`config.mk`:
```
export PLATFORM = sky130hd
export DESIGN_NAME = tower_alarm_status_regs
export DESIGN_NICKNAME = d
export VERILOG_FILES = /design/src/verilog/tower_alarm_status_regs.v
export VERILOG_INCLUDE_DIRS = /design/src /design/src/include
export SDC_FILE = /design/constraint.sdc
export NUM_CORES = 1
export LEC_CHECK = 0
export BUFFER_PORTS_ARGS = -buffer_cell sky130_fd_sc_hd__clkbuf_2
export CORE_MARGIN = 2
export CORE_UTILIZATION = 35
export CTS_BUF_LIST = sky130_fd_sc_hd__clkbuf_2 sky130_fd_sc_hd__clkbuf_4 sky130_fd_sc_hd__clkbuf_8
export DETAILED_ROUTE_END_ITERATION = 12
export GPL_TIMING_DRIVEN = 0
export PLACE_DENSITY = 0.55
export REMOVE_ABC_BUFFERS = 1
export SLEW_MARGIN = 20
export SYNTH_ARGS = -nofsm -noshare
export SYNTH_HDL_FRONTEND = slang
export SYNTH_SLANG_ARGS = --single-unit
```
`constraint.sdc`:
```
create_clock -name sys_clk -period 3 [get_ports sys_clk]
set_input_delay 0.3 -clock sys_clk [delete_from_list [all_inputs] [get_ports sys_clk]]
set_output_delay 0.3 -clock sys_clk [all_outputs]
set_load 0.05 [all_outputs]
```
`src/include/tower_alarm_status_regs_defines.vh`:
```
`ifndef TOWER_ALARM_STATUS_REGS_DEFINES_VH
`define TOWER_ALARM_STATUS_REGS_DEFINES_VH

// Register numbers
`define REG_STATUS_EVENT_COUNTER 16'h0046
`define REG_CONFIG_CHANGE_COUNTER 16'h0047
`define REG_ALARM_INDICATION_WORD 16'h0048
`define REG_ALARM_INDICATION_CHANGED 16'h0049
`define REG_BEACON_ALARM_FLAG 16'h004E
`define REG_BEACON_ALARM_CHANGED 16'h004F
`define REG_MARKER_ALARM_FLAG 16'h0052
`define REG_MARKER_ALARM_CHANGED 16'h0053
`define REG_CURRENT_OPERATING_MODE 16'h0056
`define REG_SENSOR_DETECTED_MODE 16'h0057
`define REG_LEADER_COMMANDED_MODE 16'h0058

// Alarm word bit positions
`define BIT_POWERED_UP 0
`define BIT_SITE_VOLTAGE 3
`define BIT_LIGHT_SENSOR 4
`define BIT_TIMING_SYNC 6
`define BIT_CONFIG_CONFLICT 7
`define BIT_OVERRIDE 8
`define BIT_INSPECTION 9
`define BIT_FLASH_DRIVE 10
`define BIT_PRIMARY_FW 11
`define BIT_LEADER_LOST 12
`define ALARM_USED_MASK 16'h1FD9

// Values
`define UNUSED_READ_VALUE 16'hFFFF
`define COUNTER_RESET 16'h0000
`define MODE_DAY 16'h0001
`define MODE_RED_NIGHT 16'h0003
`define ALARM_MISS_LIMIT 3'h4

// Timing
`define CLOCK_HZ 40000000
`define SENSOR_WINDOW_HOURS 19
`define SYNC_WINDOW_HOURS 1
`define LEADER_WINDOW_MINUTES 10
`define SENSOR_WINDOW_SECONDS (`SENSOR_WINDOW_HOURS * 3600)
`define SYNC_WINDOW_SECONDS (`SYNC_WINDOW_HOURS * 3600)
`define LEADER_WINDOW_SECONDS (`LEADER_WINDOW_MINUTES * 60)

`endif

```
`src/verilog/tower_alarm_status_regs.v`:
```
// Behaviour
// Status event counter counts reportable events
// Configuration counter counts configuration changes
// Bit 0 set at power-up, cleared first read
// Bit 3 flags site voltage fault
// Bit 4 flags no mode change 19 hours
// Bit 6 flags timing loss or antenna fault
// Bit 7 flags contradictory switch settings
// Bits 8-10 show override, inspection, drive
// Bit 11 flags failsafe firmware running
// Bit 12 flags follower lost leader 10 minutes
// Changed word records changes since last poll
// Beacon alarm on four missed flashes
// Beacon changed bit since last poll
// Marker alarm on four bad periods
// Marker changed bit since last poll
// Unused addresses read all ones
// Mode registers read 1 day, 3 night
// Leader commanded mode register on followers
// All registers read-only, writes ignored
// Counters wrap from maximum to zero
// Reserved bits zero, changed words clear on read
`include "tower_alarm_status_regs_defines.vh"
`timescale 1ns/1ps
`default_nettype none

module tower_alarm_status_regs #(
    parameter TICK_CYCLES = `CLOCK_HZ,
    parameter SENSOR_WINDOW = `SENSOR_WINDOW_SECONDS,
    parameter SYNC_WINDOW = `SYNC_WINDOW_SECONDS,
    parameter LEADER_WINDOW = `LEADER_WINDOW_SECONDS,
    parameter NUM_BEACONS = 2,
    parameter NUM_MARKERS = 4,
    parameter NUM_RATE_SWITCHES = 4
) (
    input wire sys_clk,
    input wire rst,
    input wire [15:0] regAddr,
    input wire rdStrobe,
    input wire wrStrobe,
    input wire [15:0] wrData,
    output reg [15:0] rdData,
    output reg rdValid,
    input wire statusEvent,
    input wire configChange,
    input wire voltageFault,
    input wire sensorNight,
    input wire timingPulse,
    input wire antennaFault,
    input wire [NUM_RATE_SWITCHES-1:0] flashRateSelect,
    input wire overrideActive,
    input wire inspectionActive,
    input wire flashDriveInserted,
    input wire failsafeRunning,
    input wire isFollower,
    input wire leaderSync,
    input wire leaderModeNight,
    input wire currentNight,
    input wire [NUM_BEACONS-1:0] beaconMissed,
    input wire [NUM_BEACONS-1:0] beaconFlashed,
    input wire [NUM_MARKERS-1:0] markerBad,
    input wire [NUM_MARKERS-1:0] markerGood
);

    function [15:0] modeCode;
        input night;
        begin
            modeCode = night ? `MODE_RED_NIGHT : `MODE_DAY;
        end
    endfunction

    function [31:0] nextTimer;
        input [31:0] count;
        input restart;
        input tick;
        input [31:0] limit;
        begin
            if (restart)
                nextTimer = 32'h00000000;
            else if (tick && count < limit)
                nextTimer = count + 32'h00000001;
            else
                nextTimer = count;
        end
    endfunction

    function [2:0] nextMiss;
        input [2:0] count;
        input bad;
        input good;
        begin
            if (good)
                nextMiss = 3'h0;
            else if (bad && count < `ALARM_MISS_LIMIT)
                nextMiss = count + 3'h1;
            else
                nextMiss = count;
        end
    endfunction

    reg [31:0] tickCount;
    reg secondTick;
    reg [31:0] sensorTimer;
    reg [31:0] syncTimer;
    reg [31:0] leaderTimer;
    reg lastSensorNight;
    reg [NUM_RATE_SWITCHES-1:0] lastRateSelect;
    reg poweredUp;
    reg [15:0] statusCount;
    reg [15:0] configCount;
    reg [15:0] alarmWord;
    reg [15:0] alarmChanged;
    reg beaconAlarm;
    reg beaconChanged;
    reg markerAlarm;
    reg markerChanged;
    reg leaderNight;
    reg [2:0] beaconMiss [0:NUM_BEACONS-1];
    reg [2:0] markerMiss [0:NUM_MARKERS-1];
    reg [15:0] next_alarmWord;
    reg next_beaconAlarm;
    reg next_markerAlarm;
    reg [15:0] readValue;
    integer i;
    integer j;
    integer sw;
    integer bk;
    integer mk;
    integer ones;

    wire readAlarm = rdStrobe && regAddr == `REG_ALARM_INDICATION_WORD;
    wire readChanged = rdStrobe && regAddr == `REG_ALARM_INDICATION_CHANGED;
    wire readBeaconChanged = rdStrobe && regAddr == `REG_BEACON_ALARM_CHANGED;
    wire readMarkerChanged = rdStrobe && regAddr == `REG_MARKER_ALARM_CHANGED;
    wire alarmDiff = |(next_alarmWord ^ alarmWord);
    wire beaconDiff = next_beaconAlarm != beaconAlarm;
    wire markerDiff = next_markerAlarm != markerAlarm;

    // One-second enable
    always @(posedge sys_clk) begin
        if (rst) begin
            tickCount <= 32'h00000000;
            secondTick <= 1'b0;
        end else if (tickCount >= TICK_CYCLES - 1) begin
            tickCount <= 32'h00000000;
            secondTick <= 1'b1;
        end else begin
            tickCount <= tickCount + 32'h00000001;
            secondTick <= 1'b0;
        end
    end

    // Light sensor mode change watchdog
    always @(posedge sys_clk) begin
        if (rst) begin
            lastSensorNight <= 1'b0;
            sensorTimer <= 32'h00000000;
        end else begin
            lastSensorNight <= sensorNight;
            sensorTimer <= nextTimer(sensorTimer, sensorNight != lastSensorNight,
                secondTick, SENSOR_WINDOW);
        end
    end

    // Timing signal watchdog
    always @(posedge sys_clk) begin
        if (rst) begin
            syncTimer <= 32'h00000000;
        end else begin
            syncTimer <= nextTimer(syncTimer, timingPulse, secondTick, SYNC_WINDOW);
        end
    end

    // Leader signal watchdog, held at zero when not a follower
    always @(posedge sys_clk) begin
        if (rst) begin
            leaderTimer <= 32'h00000000;
        end else begin
            leaderTimer <= nextTimer(leaderTimer, leaderSync || !isFollower,
                secondTick, LEADER_WINDOW);
        end
    end

    // Switch bank history for change detection
    always @(posedge sys_clk) begin
        if (rst) begin
            lastRateSelect <= {NUM_RATE_SWITCHES{1'b0}};
        end else begin
            lastRateSelect <= flashRateSelect;
        end
    end

    // Missed flash counters per beacon
    always @(posedge sys_clk) begin
        if (rst) begin
            for (i = 0; i < NUM_BEACONS; i = i + 1) begin
                beaconMiss[i] <= 3'h0;
            end
        end else begin
            for (i = 0; i < NUM_BEACONS; i = i + 1) begin
                beaconMiss[i] <= nextMiss(beaconMiss[i], beaconMissed[i], beaconFlashed[i]);
            end
        end
    end

    // Bad period counters per marker light
    always @(posedge sys_clk) begin
        if (rst) begin
            for (j = 0; j < NUM_MARKERS; j = j + 1) begin
                markerMiss[j] <= 3'h0;
            end
        end else begin
            for (j = 0; j < NUM_MARKERS; j = j + 1) begin
                markerMiss[j] <= nextMiss(markerMiss[j], markerBad[j], markerGood[j]);
            end
        end
    end

    // Next alarm word
    always @* begin
        next_alarmWord = 16'h0000;
        next_alarmWord[`BIT_POWERED_UP] = poweredUp && !readAlarm;
        next_alarmWord[`BIT_SITE_VOLTAGE] = voltageFault;
        next_alarmWord[`BIT_LIGHT_SENSOR] = sensorTimer >= SENSOR_WINDOW;
        next_alarmWord[`BIT_TIMING_SYNC] = syncTimer >= SYNC_WINDOW || antennaFault;
        ones = 0;
        for (sw = 0; sw < NUM_RATE_SWITCHES; sw = sw + 1) begin
            ones = ones + flashRateSelect[sw];
        end
        next_alarmWord[`BIT_CONFIG_CONFLICT] = ones > 1;
        next_alarmWord[`BIT_OVERRIDE] = overrideActive;
        next_alarmWord[`BIT_INSPECTION] = inspectionActive;
        next_alarmWord[`BIT_FLASH_DRIVE] = flashDriveInserted;
        next_alarmWord[`BIT_PRIMARY_FW] = failsafeRunning;
        next_alarmWord[`BIT_LEADER_LOST] = isFollower && leaderTimer >= LEADER_WINDOW;
    end

    // Any beacon in alarm
    always @* begin
        next_beaconAlarm = 1'b0;
        for (bk = 0; bk < NUM_BEACONS; bk = bk + 1) begin
            if (beaconMiss[bk] >= `ALARM_MISS_LIMIT) begin
                next_beaconAlarm = 1'b1;
            end
        end
    end

    // Any marker light in alarm
    always @* begin
        next_markerAlarm = 1'b0;
        for (mk = 0; mk < NUM_MARKERS; mk = mk + 1) begin
            if (markerMiss[mk] >= `ALARM_MISS_LIMIT) begin
                next_markerAlarm = 1'b1;
            end
        end
    end

    // Power-up indication, dropped by the first alarm word read
    always @(posedge sys_clk) begin
        if (rst) begin
            poweredUp <= 1'b1;
        end else if (readAlarm) begin
            poweredUp <= 1'b0;
        end
    end

    // Alarm word and changed word; set wins over the clear of a read
    always @(posedge sys_clk) begin
        if (rst) begin
            alarmWord <= 16'h0001;
            alarmChanged <= 16'h0000;
        end else begin
            alarmWord <= next_alarmWord & `ALARM_USED_MASK;
            alarmChanged <= ((readChanged ? 16'h0000 : alarmChanged)
                | (next_alarmWord ^ alarmWord)) & `ALARM_USED_MASK;
        end
    end

    // Beacon alarm and its changed flag
    always @(posedge sys_clk) begin
        if (rst) begin
            beaconAlarm <= 1'b0;
            beaconChanged <= 1'b0;
        end else begin
            beaconAlarm <= next_beaconAlarm;
            beaconChanged <= (beaconChanged && !readBeaconChanged) || beaconDiff;
        end
    end

    // Marker alarm and its changed flag
    always @(posedge sys_clk) begin
        if (rst) begin
            markerAlarm <= 1'b0;
            markerChanged <= 1'b0;
        end else begin
            markerAlarm <= next_markerAlarm;
            markerChanged <= (markerChanged && !readMarkerChanged) || markerDiff;
        end
    end

    // Status event counter, wraps at its maximum
    always @(posedge sys_clk) begin
        if (rst) begin
            statusCount <= `COUNTER_RESET;
        end else if (statusEvent || alarmDiff || beaconDiff || markerDiff) begin
            statusCount <= statusCount + 16'h0001;
        end
    end

    // Configuration change counter, wraps at its maximum
    always @(posedge sys_clk) begin
        if (rst) begin
            configCount <= `COUNTER_RESET;
        end else if (configChange || flashRateSelect != lastRateSelect) begin
            configCount <= configCount + 16'h0001;
        end
    end

    // Mode last received from the leader
    always @(posedge sys_clk) begin
        if (rst) begin
            leaderNight <= 1'b0;
        end else if (isFollower && leaderSync) begin
            leaderNight <= leaderModeNight;
        end
    end

    // Read decode
    always @* begin
        case (regAddr)
            `REG_STATUS_EVENT_COUNTER: readValue = statusCount;
            `REG_CONFIG_CHANGE_COUNTER: readValue = configCount;
            `REG_ALARM_INDICATION_WORD: readValue = alarmWord;
            `REG_ALARM_INDICATION_CHANGED: readValue = alarmChanged;
            `REG_BEACON_ALARM_FLAG: readValue = {15'h0000, beaconAlarm};
            `REG_BEACON_ALARM_CHANGED: readValue = {15'h0000, beaconChanged};
            `REG_MARKER_ALARM_FLAG: readValue = {15'h0000, markerAlarm};
            `REG_MARKER_ALARM_CHANGED: readValue = {15'h0000, markerChanged};
            `REG_CURRENT_OPERATING_MODE: readValue = modeCode(currentNight);
            `REG_SENSOR_DETECTED_MODE: readValue = modeCode(sensorNight);
            `REG_LEADER_COMMANDED_MODE: readValue = modeCode(leaderNight);
            default: readValue = `UNUSED_READ_VALUE;
        endcase
    end

    // Read answer strobe; writes are ignored
    always @(posedge sys_clk) begin
        if (rst) begin
            rdValid <= 1'b0;
        end else begin
            rdValid <= rdStrobe;
        end
    end

    // Read data, held until the next read
    always @(posedge sys_clk) begin
        if (rst) begin
            rdData <= 16'h0000;
        end else if (rdStrobe) begin
            rdData <= readValue;
        end
    end

endmodule // tower_alarm_status_regs

`default_nettype wire

```
## After elaboration in Yosys (flattened, before gate mapping)

Memory sizes are Yosys's and may differ from the RTL's.
Cells that the tools add are included.
Widths: inputs -> output; s select.

| operators by class | value |
|---|---|
| add/subtract/negate cells | 15 |
| magnitude comparators | 20 |
| equal/unequal tests | 15 |
| multiplexer cells | 39 |
| bitwise gates (word level) | 8 |
| reduce and logical (&&, ||, !) cells | 35 |

Operators by type and width:

| operator | count |
|---|---|
| $eq 16x7->1 const B | 11 |
| $pmux 16 s11 | 1 |
| $add 32x1->32 const B | 4 |
| $mux 3 | 24 |
| $add 16x1->16 const B | 2 |
| $ge 32x10->1 const B | 1 |
| $ge 32x12->1 const B | 1 |
| $ge 32x17->1 const B | 1 |
| $ge 32x26->1 const B | 1 |
| $lt 32x10->1 const B | 1 |
| $lt 32x12->1 const B | 1 |
| $lt 32x17->1 const B | 1 |
| $add 3x1->3 const B | 6 |
| $ge 3x3->1 const B | 6 |
| $logic_and 1x1->1 | 18 |
| $lt 3x3->1 const B | 6 |
| $reduce_or 16->1 | 1 |
| $xor 13x16->16 | 1 |
| $mux 13 | 1 |
| $or 13x13->13 | 1 |
| $mux 1 | 10 |
| $logic_or 1x1->1 | 8 |
| $reduce_or 2->1 | 4 |
| $mux 2 | 3 |
| 8 further kinds | 18 |

| word-level totals | value |
|---|---|
| flip-flop bits (word level) | 215 |
| bits in writable memories | 18 |
| word-level logic and storage cells | 154 |
| memories | 2 |

Memory list:

| name | depth | bits a word | rd ports | clocked after Yosys merged registers in | wr ports | RTL line | RTL |
|---|---|---|---|---|---|---|---|
| markerMiss | 4 | 3 | 4 | 0 | 4 | tower_alarm_status_regs.v:119 | `reg [2:0] markerMiss [0:NUM_MARKERS-1];` |
| beaconMiss | 2 | 3 | 2 | 0 | 2 | tower_alarm_status_regs.v:118 | `reg [2:0] beaconMiss [0:NUM_BEACONS-1];` |

## Logic depth before layout (Yosys ltp)

Gate-level depths: netlist of run 1.

| depth | value |
|---|---|
| word-level depth | 9 |
| gate-level depth with buffers | 13 |

## Least setup slack after synthesis of run 1

Ideal clock, no wire load.

| timing | value |
|---|---|
| kind | reg2reg |
| start point | reg leaderTimer[16] |
| end point | reg statusCount[13] |
| data arrival time | 2.384 ns |
| required time | 2.879 ns |
| setup slack | 0.495 ns |
| stages on the path, launching flop included | 11 |
| buffers on the path | 2 |
| period minus slack after synthesis | 2.505 ns |
| path through | dfxtp_1 > or4_1 > a2111oi_0 > o21ai_1 > o21ai_0 > xor2_1 > and3_1 > buf_4 > buf_8 > nor3_2 > mux2_4 |

| on the way | value |
|---|---|
| cells in the longest elaborated chain, start to end | 7 |

RTL lines:

| element | RTL line | RTL |
|---|---|---|
| start, declared | tower_alarm_status_regs.v:105 | `reg [31:0] leaderTimer;` |
| start signal, assigned | tower_alarm_status_regs.v:179 | `leaderTimer <= nextTimer(leaderTimer, leaderSync \|\| !isFollower,` |
| $ge 32x10->1 | tower_alarm_status_regs.v:235 | `` next_alarmWord[`BIT_LEADER_LOST] = isFollower && leaderTimer >= LEADER_WINDOW; `` |
| $logic_and 1x1->1 | tower_alarm_status_regs.v:235 |  |
| $xor 13x16->16 | tower_alarm_status_regs.v:135 | `wire alarmDiff = \|(next_alarmWord ^ alarmWord);` |
| $reduce_or 16->1 | tower_alarm_status_regs.v:135 |  |
| $logic_or 1x1->1 (3 in series) | tower_alarm_status_regs.v:305 | `end else if (statusEvent \|\| alarmDiff \|\| beaconDiff \|\| markerDiff) begin` |
| end signal, assigned | tower_alarm_status_regs.v:304 | `` statusCount <= `COUNTER_RESET; `` |
| end signal, assigned | tower_alarm_status_regs.v:306 | `statusCount <= statusCount + 16'h0001;` |
| end, declared | tower_alarm_status_regs.v:109 | `reg [15:0] statusCount;` |

Every way passes these cells.
A chain may end at the register's enable or synchronous reset.

## Worst setup path in the final report of run 1

| timing | value |
|---|---|
| start point | in inspectionActive |
| end point | reg statusCount[12] |

| on the way | value |
|---|---|
| cells in the longest elaborated chain, start to end | 5 |

RTL lines:

| element | RTL line | RTL |
|---|---|---|
| start, declared | tower_alarm_status_regs.v:52 | `input wire inspectionActive,` |
| $xor 13x16->16 | tower_alarm_status_regs.v:135 |  |
| $reduce_or 16->1 | tower_alarm_status_regs.v:135 |  |
| $logic_or 1x1->1 (3 in series) | tower_alarm_status_regs.v:305 |  |

Every way passes these cells.

==> results of run 1 <==
-- cells in the mapped netlist, types with 22 or more instances --
library cell,instances
dfxtp_1,227
nor2_1,139
nand2_1,63
and2_1,57
xor2_1,50
a21oi_1,46
nor3_1,43
xnor2_1,36
nand3_1,31
nand4_1,28
clkbuf_1,27
nor4_1,22
-- kinds of logic after synthesis --
logic type               count (synthesis)
XOR/XNOR                                86
adder cells (fa/ha/maj)                 16
other                                    1
buffers and inverters                   57
flip-flops                             227
AO/OA/AOI/OAI                          116
AND/OR/NAND/NOR                        461
multiplexers                            17
-- routing by layer --
metal | up-vias | wire, um
met3 | 35 | 757
met2 | 120 | 8462
met4 | 0 | 432
met1 | 3141 | 9489
li1 | 3563 | -
met5 | - | 0
-- repair_timing --
item,in CTS,in global routing
cloned,0,1
endpoints found under the setup margin,16,27
endpoints found under the hold margin,20,0
pin swaps,0,1
hold buffers,8,0
resized for setup,2,8
-- worst min-delay path by stage --
stage,start,end,slack (ns),cells after the start
after floorplan,rst,lastRateSelect[0],0.37,1
after global placement,syncTimer[28],syncTimer[28],0.44,1
after detailed placement,leaderTimer[20],leaderTimer[20],0.44,1
after CTS,flashDriveInserted,alarmWord[10],0.003,2
after global routing,flashDriveInserted,alarmWord[10],0.009,2
final,flashDriveInserted,alarmWord[10],0.02,2
-- registers in the layout, indices dropped and copies added, names as in the netlist --
| name | cells |
|---|---|
| rdValid | 1 |
| leaderTimer | 32 |
| beaconAlarm | 1 |
| poweredUp | 1 |
| alarmWord | 10 |
| leaderNight | 1 |
| markerMiss | 12 |
| beaconChanged | 1 |
| configCount | 16 |
| syncTimer | 32 |
| sensorTimer | 32 |
| markerChanged | 1 |
| beaconMiss | 6 |
| secondTick | 1 |
| lastSensorNight | 1 |
| tickCount | 32 |
| lastRateSelect | 4 |
| alarmChanged | 10 |
| markerAlarm | 1 |
| rdData | 16 |
| statusCount | 16 |
-- area by class of cell --
cell class	count	area, um^2
clock buffer	61	726.9
fill	2536	14690
clock inverter	6	60.06
tap	330	412.9
antenna	1	2.502
inverter	21	78.83
timing repair buffer	76	440.4
multi-input combinational	703	4302
sequential	227	4544
-- per-stage QoR --
step | hold WS (ns) | TNS, ns | power (mW)
3_3_place_gp | 0.4371 | -44.10 | 3.486
4_1_cts | 0.002761 | 0 | 6.357
3_5_place_dp | 0.4373 | -7.461 | 3.491
5_1_grt | 0.009391 | 0 | 6.549
2_1_floorplan | 0.3667 | 0 | 3.358
6_report | 0.02051 | 0 | 6.256
-- critical path: stages --
cell,delay (ns)
dlygate4sd3_1,0.54
clkbuf_2,0.12
xnor2_1,0.25
nand4_1,0.20
or4b_2,0.71
nor4b_4,0.37
and3_4,0.36
nor4_1,0.08
mux2_1,0.31
-- power by group --
| group | total (mW) | switching, mW | internal [mW] |
|---|---|---|---|
| combinational | 0.319 | 0.204 | 0.115 |
| sequential | 3.12 | 0.0424 | 3.07 |
| clock | 2.82 | 1.20 | 1.62 |
==> impl_metrics.tcl, run 1 <==
set metrics [dict create \
    status "complete, no violations" \
    clkTransAtPathRegs_ns 0.06 \
    maxCapViolCount 0 \
    cts_buffers 40 \
    synthTopCellsByArea "dfxtp_1 (50%), nor2_1 (5.8%), xor2_1 (4.9%)" \
    core_mm2 0.02525 \
    critPathCaptureType "flop" \
    cp-start-kind "input pin" \
    stdcell_area_mm2 0.01057 \
    synth_simple_gate_area_frac 0.2600 \
    critPathLaunch "inspectionActive" \
    rows 58 \
    ctsHtreeMaxLevel 2 \
    synth-edff-count 0 \
    ys_seq_elements 227 \
    num_vias 6859 \
    min_period_ns 2.833 \
    worstPathArrival_ns 3.25 \
    crit-reg2reg-launch "leaderTimer[16]" \
    seq_area_frac_synth 0.5045 \
    r2r-end "statusCount[12]" \
    drive_above_1_share 0.1426 \
    fin_nets 1151 \
    worstPathMaxFanout 13 \
    synth_area_mm2 0.009007 \
    hold_class "input pin to flop" \
    synth_top_family_by_area "simple AND/OR/NAND/NOR gates" \
    synth_compound_area_frac 0.08112 \
    slew_headroom 0.3426 \
    cts_buffer_depth 3 \
    rrSetupSlack_ns 0.25 \
    antenna_found_initial 1 \
    start_util 0.3567 \
    grt_pass1_vias 6457 \
    dp_hpwl_um 12590 \
    met2_usage 0.2193 \
    first_pass_iters 5 \
    grtUsageMet3 0.02888 \
    synthMuxAreaShare 0.02000 \
    die_w_um 164.4 \
    setup.worst_path.class "input pin to flop" \
    post-place-cells 1348 \
    drt_wl_total_um 19140 \
    synth_top_cell_area_share 0.5045 \
    final_cell_mix "dfxtp_1 (227), nor2_1 (138), clkbuf_2 (64), nand2_1 (63), and2_1 (57)" \
    clk_latency_ns 0.53 \
    setup_slack_ns 0.1674 \
    post_synth_fa_ha_maj_area_fraction 0.02306 \
    grtUsageTotal 0.1420 \
    p_leak_nw 3.985 \
    grt_first_pass_wirelength_um 31260 \
    final-hold-violation-count 0 \
    timing.fmax_ghz 0.3530 \
    place_ws_ns -0.4521 \
    tritoncts "done" \
    cp.required_ns 3.41 \
    ant_nets 0 \
    wl_per_cell_um 13.43 \
    tightest_slew_ns 0.9861 \
    cts_sinks 227 \
    gp_congestion 0.7465 \
    final_core_util 0.4185 \
    via_per_inst 4.813 \
    synth-xor-area-share 0.08362 \
    powerDensity_mw_per_mm2 592.0 \
    synth_top_area_cell "dfxtp_1" \
    rsz0062_at_grt "false" \
    yosys_warnings 0 \
    finClkSkew_ns 0.02129 \
    rr_worst_depth 8 \
    fin_crit_sh 0.9442 \
    setup_violations 0 \
    use_met1 0.1949 \
    synth.avg_cell_area_um2 9.182 \
    die_h_um 164.4 \
    areaGrowthSynthToFinish_pct 17.32 \
    place_area_mm2 0.009644 \
    async_flop_share 0 \
    crit_end "statusCount[12]" \
    synthCells 981 \
    synth_ff_type "dfxtp_1" \
    drt_iter0_drc 422 \
    grt_overflow 0 \
    grt_max_degree 111 \
    layout.cells.non_filler 1425 \
    boundaryPins 83 \
    io_buffer_count 65 \
    ys_types 55 \
    final_common_cell "dfxtp_1" \
    top_usage_layer "met2" \
    post-cts-setup-buffers 0 \
    vdd_drop_max_mv 0.3881 \
    dieArea_mm2 0.02703 \
    drv_slew 0 \
    root_buffer "clkbuf_8" \
    drcViolationCount 0 \
]
No activity file was read; power rests on OpenSTA's default activity.
==> inputs of run 2 (changes only) <==
Settings changed: RECOVER_POWER set to 25.
==> impl_metrics.tcl, run 2 (synthesis results as in run 1) <==
set metrics [dict create \
    status "complete, no violations" \
    critPathCaptureType "flop" \
    drt_iter0_drc 413 \
    finClkSkew_ns 0.02289 \
    cts_sinks 227 \
    drcViolationCount 0 \
    drv_slew 0 \
    final_cell_mix "dfxtp_1 (227), nor2_1 (138), nand2_1 (63), clkbuf_2 (57), and2_1 (53)" \
    tritoncts "done" \
    areaGrowthSynthToFinish_pct 17.22 \
    boundaryPins 83 \
    first_pass_iters 4 \
    tns_ns 0 \
    wl_per_cell_um 13.41 \
    slew_headroom 0.3424 \
    start_util 0.3567 \
    setup.worst_path.class "input pin to flop" \
    worstPathArrival_ns 3.24 \
    cts_buffers 40 \
    p_leak_nw 3.959 \
    root_buffer "clkbuf_8" \
    worstPathMaxFanout 13 \
    maxCapViolCount 0 \
    grtUsageTotal 0.1420 \
    cp.required_ns 3.42 \
    setup_violations 0 \
    die_w_um 164.4 \
    fin_crit_sh 0.9423 \
    cp-start-kind "input pin" \
    tightest_slew_ns 0.9864 \
    grt_first_pass_wirelength_um 31260 \
    min_period_ns 2.827 \
    num_vias 6862 \
    cts_buffer_depth 3 \
    final_core_util 0.4181 \
    fin_nets 1151 \
    vdd_drop_max_mv 0.3881 \
    timing.fmax_ghz 0.3537 \
    powerDensity_mw_per_mm2 592.6 \
    final-hold-violation-count 0 \
    dp_hpwl_um 12590 \
    rows 58 \
    drive_above_1_share 0.1362 \
    gp_congestion 0.7465 \
    grt_overflow 0 \
    drt_wl_total_um 19110 \
    die_h_um 164.4 \
    grt_max_degree 111 \
    antenna_found_initial 1 \
    via_per_inst 4.815 \
    rsz0062_at_grt "false" \
    ctsHtreeMaxLevel 2 \
    clkTransAtPathRegs_ns 0.06 \
    final_common_cell "dfxtp_1" \
    grt_pass1_vias 6457 \
    clk_latency_ns 0.53 \
    hold_class "input pin to flop" \
    dieArea_mm2 0.02703 \
    io_buffer_count 65 \
    ant_nets 0 \
    core_mm2 0.02525 \
]
## run 2: cell count changes in the layout (fill, tap and decap cells not counted)
cell and delta:
clkbuf_2 -7, and2_1 -4, and2_0 +4, clkbuf_1 +7
## run 2: worst max-delay path: stages
cell and delay, ns:
dlygate4sd3_1 0.54, clkbuf_1 0.12, xnor2_1 0.26, nand4_1 0.20
or4b_2 0.71, nor4b_4 0.36, and3_4 0.35, nor4_1 0.08
mux2_1 0.31
## run 2: repair_timing
item	CTS	global route
resized for setup	2	8
hold buffers	8	0
endpoints found under the hold margin	20	0
pin swaps	0	1
endpoints found under the setup margin	16	27
gates cloned	0	1
buffers inserted	0	0
## run 2: area by class of cell
| type | instances | area [um^2] |
|---|---|---|
| antenna | 1 | 2.502 |
| clock buffer | 61 | 726.9 |
| clock inverter | 6 | 60.06 |
| fill | 2539 | 14700 |
| inverter | 21 | 78.83 |
| multi-input combinational | 703 | 4302 |
| sequential | 227 | 4544 |
| tap | 330 | 412.9 |
| timing repair buffer | 76 | 431.7 |
## run 2: where the power goes
group	total (mW)	switching (mW)	internal, mW
logic	0.317	0.204	0.113
clock network	2.82	1.20	1.62
registers	3.12	0.0423	3.07
total	6.26	1.45	4.81
## run 2: final timing paths
kind,cells past startpoint,endpoint,slack [ns],startpoint
max,9,statusCount[12],0.17,inspectionActive
min,2,alarmWord[10],0.02,flashDriveInserted
max reg2reg,7,statusCount[12],0.25,alarmWord[9]
min reg2reg,1,leaderTimer[20],0.45,leaderTimer[20]
## run 2: through the flow
stage / power, mW / hold WS, ns / cells / cell area (um^2) / setup slack [ns]
3_5_place_dp: 3.491 / 0.4373 / 1348 / 9644 / -0.4521
2_1_floorplan: 3.358 / 0.3667 / 950 / 8860 / 0.3018
3_3_place_gp: 3.486 / 0.4371 / 1345 / 9598 / -1.486
6_report: 6.257 / 0.01785 / 1425 / 10560 / 0.1731
4_1_cts: 6.357 / 0.002761 / 1423 / 10510 / 0.06135
5_1_grt: 6.548 / 0.009391 / 1425 / 10560 / 0.008827
## run 2: routing by layer
layer	vias up	GRT usage	part of all wire
li1	3566	-	-
met1	3152	0.1949	0.49
met2	111	0.2193	0.45
met3	33	0.02888	0.039
met4	0	0.05573	0.020
met5	-	0	0
==> inputs of run 3 (changes only) <==
Settings changed: CTS_BUF_LIST sky130_fd_sc_hd__clkbuf_2 sky130_fd_sc_hd__clkbuf_4 sky130_fd_sc_hd__clkbuf_8 to sky130_fd_sc_hd__clkbuf_8 sky130_fd_sc_hd__clkbuf_16.
==> impl_metrics.tcl, run 3 (synthesis results as in run 1) <==
set metrics [dict create \
    final_cell_mix "dfxtp_1 (227), nor2_1 (138), nand2_1 (63), and2_1 (54), clkbuf_2 (50)" \
    slew_headroom 0.3553 \
    met2_usage 0.2157 \
    grt_first_pass_wirelength_um 30520 \
    status "complete, no violations" \
    fin_nets 1133 \
    cts_sinks 227 \
    cp.required_ns 3.39 \
    drive_above_1_share 0.1040 \
    tritoncts "done" \
    antenna_found_initial 1 \
    grt_overflow 0 \
    tightest_slew_ns 0.9634 \
    dieArea_mm2 0.02703 \
    rows 58 \
    first_pass_iters 4 \
    final_common_cell "dfxtp_1" \
    maxCapViolCount 0 \
    grtUsageMet3 0.02285 \
    drt_wl_total_um 18750 \
    setup.worst_path.class "flop to flop" \
    crit-reg2reg-launch "alarmWord[9]" \
    top_usage_layer "met2" \
    min_period_ns 2.810 \
    stdcell_area_mm2 0.01051 \
    cp_top_family "simple AND/OR/NAND/NOR gates" \
    drt_iter0_drc 382 \
    clkTransAtPathRegs_ns 0.06 \
    rrSetupSlack_ns 0.19 \
    clk_latency_ns 0.51 \
    p_leak_nw 3.920 \
    grt_max_degree 111 \
    final-hold-violation-count 0 \
    crit_buf_inv 0 \
    final_core_util 0.4162 \
    layout.cells.non_filler 1398 \
    die_w_um 164.4 \
    areaGrowthSynthToFinish_pct 16.68 \
    num_vias 6780 \
    hold_class "input pin to flop" \
    critPathLaunch "alarmWord[9]" \
    setup_violations 0 \
    place_area_mm2 0.009644 \
    drv_slew 0 \
    dp_hpwl_um 12590 \
    crit_chain "xnor2_1 -> nand4_1 -> or4b_2 -> nor4b_2 -> and3_4 -> nor4_1 -> mux2_1" \
    wl_per_cell_um 13.41 \
    drcViolationCount 0 \
    start_util 0.3567 \
    post-place-cells 1348 \
    powerDensity_mw_per_mm2 602.0 \
    fin_crit_sh 0.9367 \
    critical-path-max-stage-delay_ns 0.68 \
    vdd_drop_max_mv 0.3833 \
    cp-start-kind "flop" \
    io_buffer_count 65 \
    cts_buffer_depth 3 \
    crit_slowest_cell "or4b_2" \
    critPathCaptureType "flop" \
    cts_buffers 25 \
    n_fill_cell 2532 \
    finClkSkew_ns 0.01231 \
    timing.fmax_ghz 0.3559 \
    worstPathArrival_ns 3.20 \
    via_per_inst 4.850 \
    rsz0062_at_grt "false" \
    critical_path_depth 7 \
    die_h_um 164.4 \
    tns_ns 0 \
    gp_congestion 0.7465 \
    use_met1 0.1924 \
    worstPathMaxFanout 13 \
    boundaryPins 83 \
    rr_worst_depth 7 \
    root_buffer "clkbuf_16" \
    core_mm2 0.02525 \
    grtUsageTotal 0.1368 \
    grt_pass1_vias 6222 \
    ant_nets 0 \
    whs_path_depth 2 \
    min-delay-start "markerGood[3]" \
    ctsHtreeMaxLevel 1 \
]
-- run 3: changes by cell type in the layout (fill, tap and decap cells not counted), moves of 2 or more --
cell and change:
clkbuf_1 +7, clkbuf_16 +25, clkbuf_2 -7, clkbuf_4 -18, clkbuf_8 -40, clkinv_2 +2, clkinvlp_4 -2, dlygate4sd3_1 -3
inv_1 +8
-- run 3: routing by layer --
metal | vias to the layer above | share of wire
li1 | 3514 | -
met2 | 103 | 0.44
met1 | 3130 | 0.50
met3 | 33 | 0.036
met4 | 0 | 0.023
met5 | - | 0
-- run 3: power by group --
| part | switching [mW] | total (mW) | internal (mW) | leakage [nW] |
|---|---|---|---|---|
| Sequential | 0.0421 | 3.12 | 3.07 | 1.84 |
| Combinational | 0.203 | 0.312 | 0.109 | 1.66 |
| Clock | 1.16 | 2.90 | 1.74 | 0.420 |
-- run 3: what timing repair did --
item / in CTS / in global routing
setup endpoints to repair: 16 / 32
endpoints found under the hold margin: 15 / 0
pin swaps: 0 / 1
gates cloned: 0 / 1
setup buffers: 0 / 0
hold buffers: 5 / 0
resized for setup: 2 / 8
-- run 3: worst paths after layout --
check	end
min	markerMiss[3][0]
max	statusCount[12]
max reg2reg	statusCount[12]
min reg2reg	leaderTimer[20]
-- run 3: stage by stage --
stage | hold WS [ns] | setup slack [ns] | power [mW]
3_5_place_dp | 0.4373 | -0.4521 | 3.491
6_report | 0.02348 | 0.1900 | 6.327
2_1_floorplan | 0.3667 | 0.3018 | 3.358
4_1_cts | 0.003118 | 0.06125 | 6.426
3_3_place_gp | 0.4371 | -1.486 | 3.486
5_1_grt | 0.01021 | 0.07845 | 6.575
-- run 3: cell type report --
type / count / area (um^2) / share of cell area
Inverter: 21 / 78.83 / 0.007500
Clock buffer: 28 / 666.9 / 0.06345
Tap cell: 330 / 412.9 / 0.03929
Sequential cell: 227 / 4544 / 0.4324
Clock inverter: 15 / 115.1 / 0.01095
Timing Repair Buffer: 73 / 392.9 / 0.03738
Antenna cell: 1 / 2.502 / 0.0002381
Multi-Input combinational cell: 703 / 4297 / 0.4088
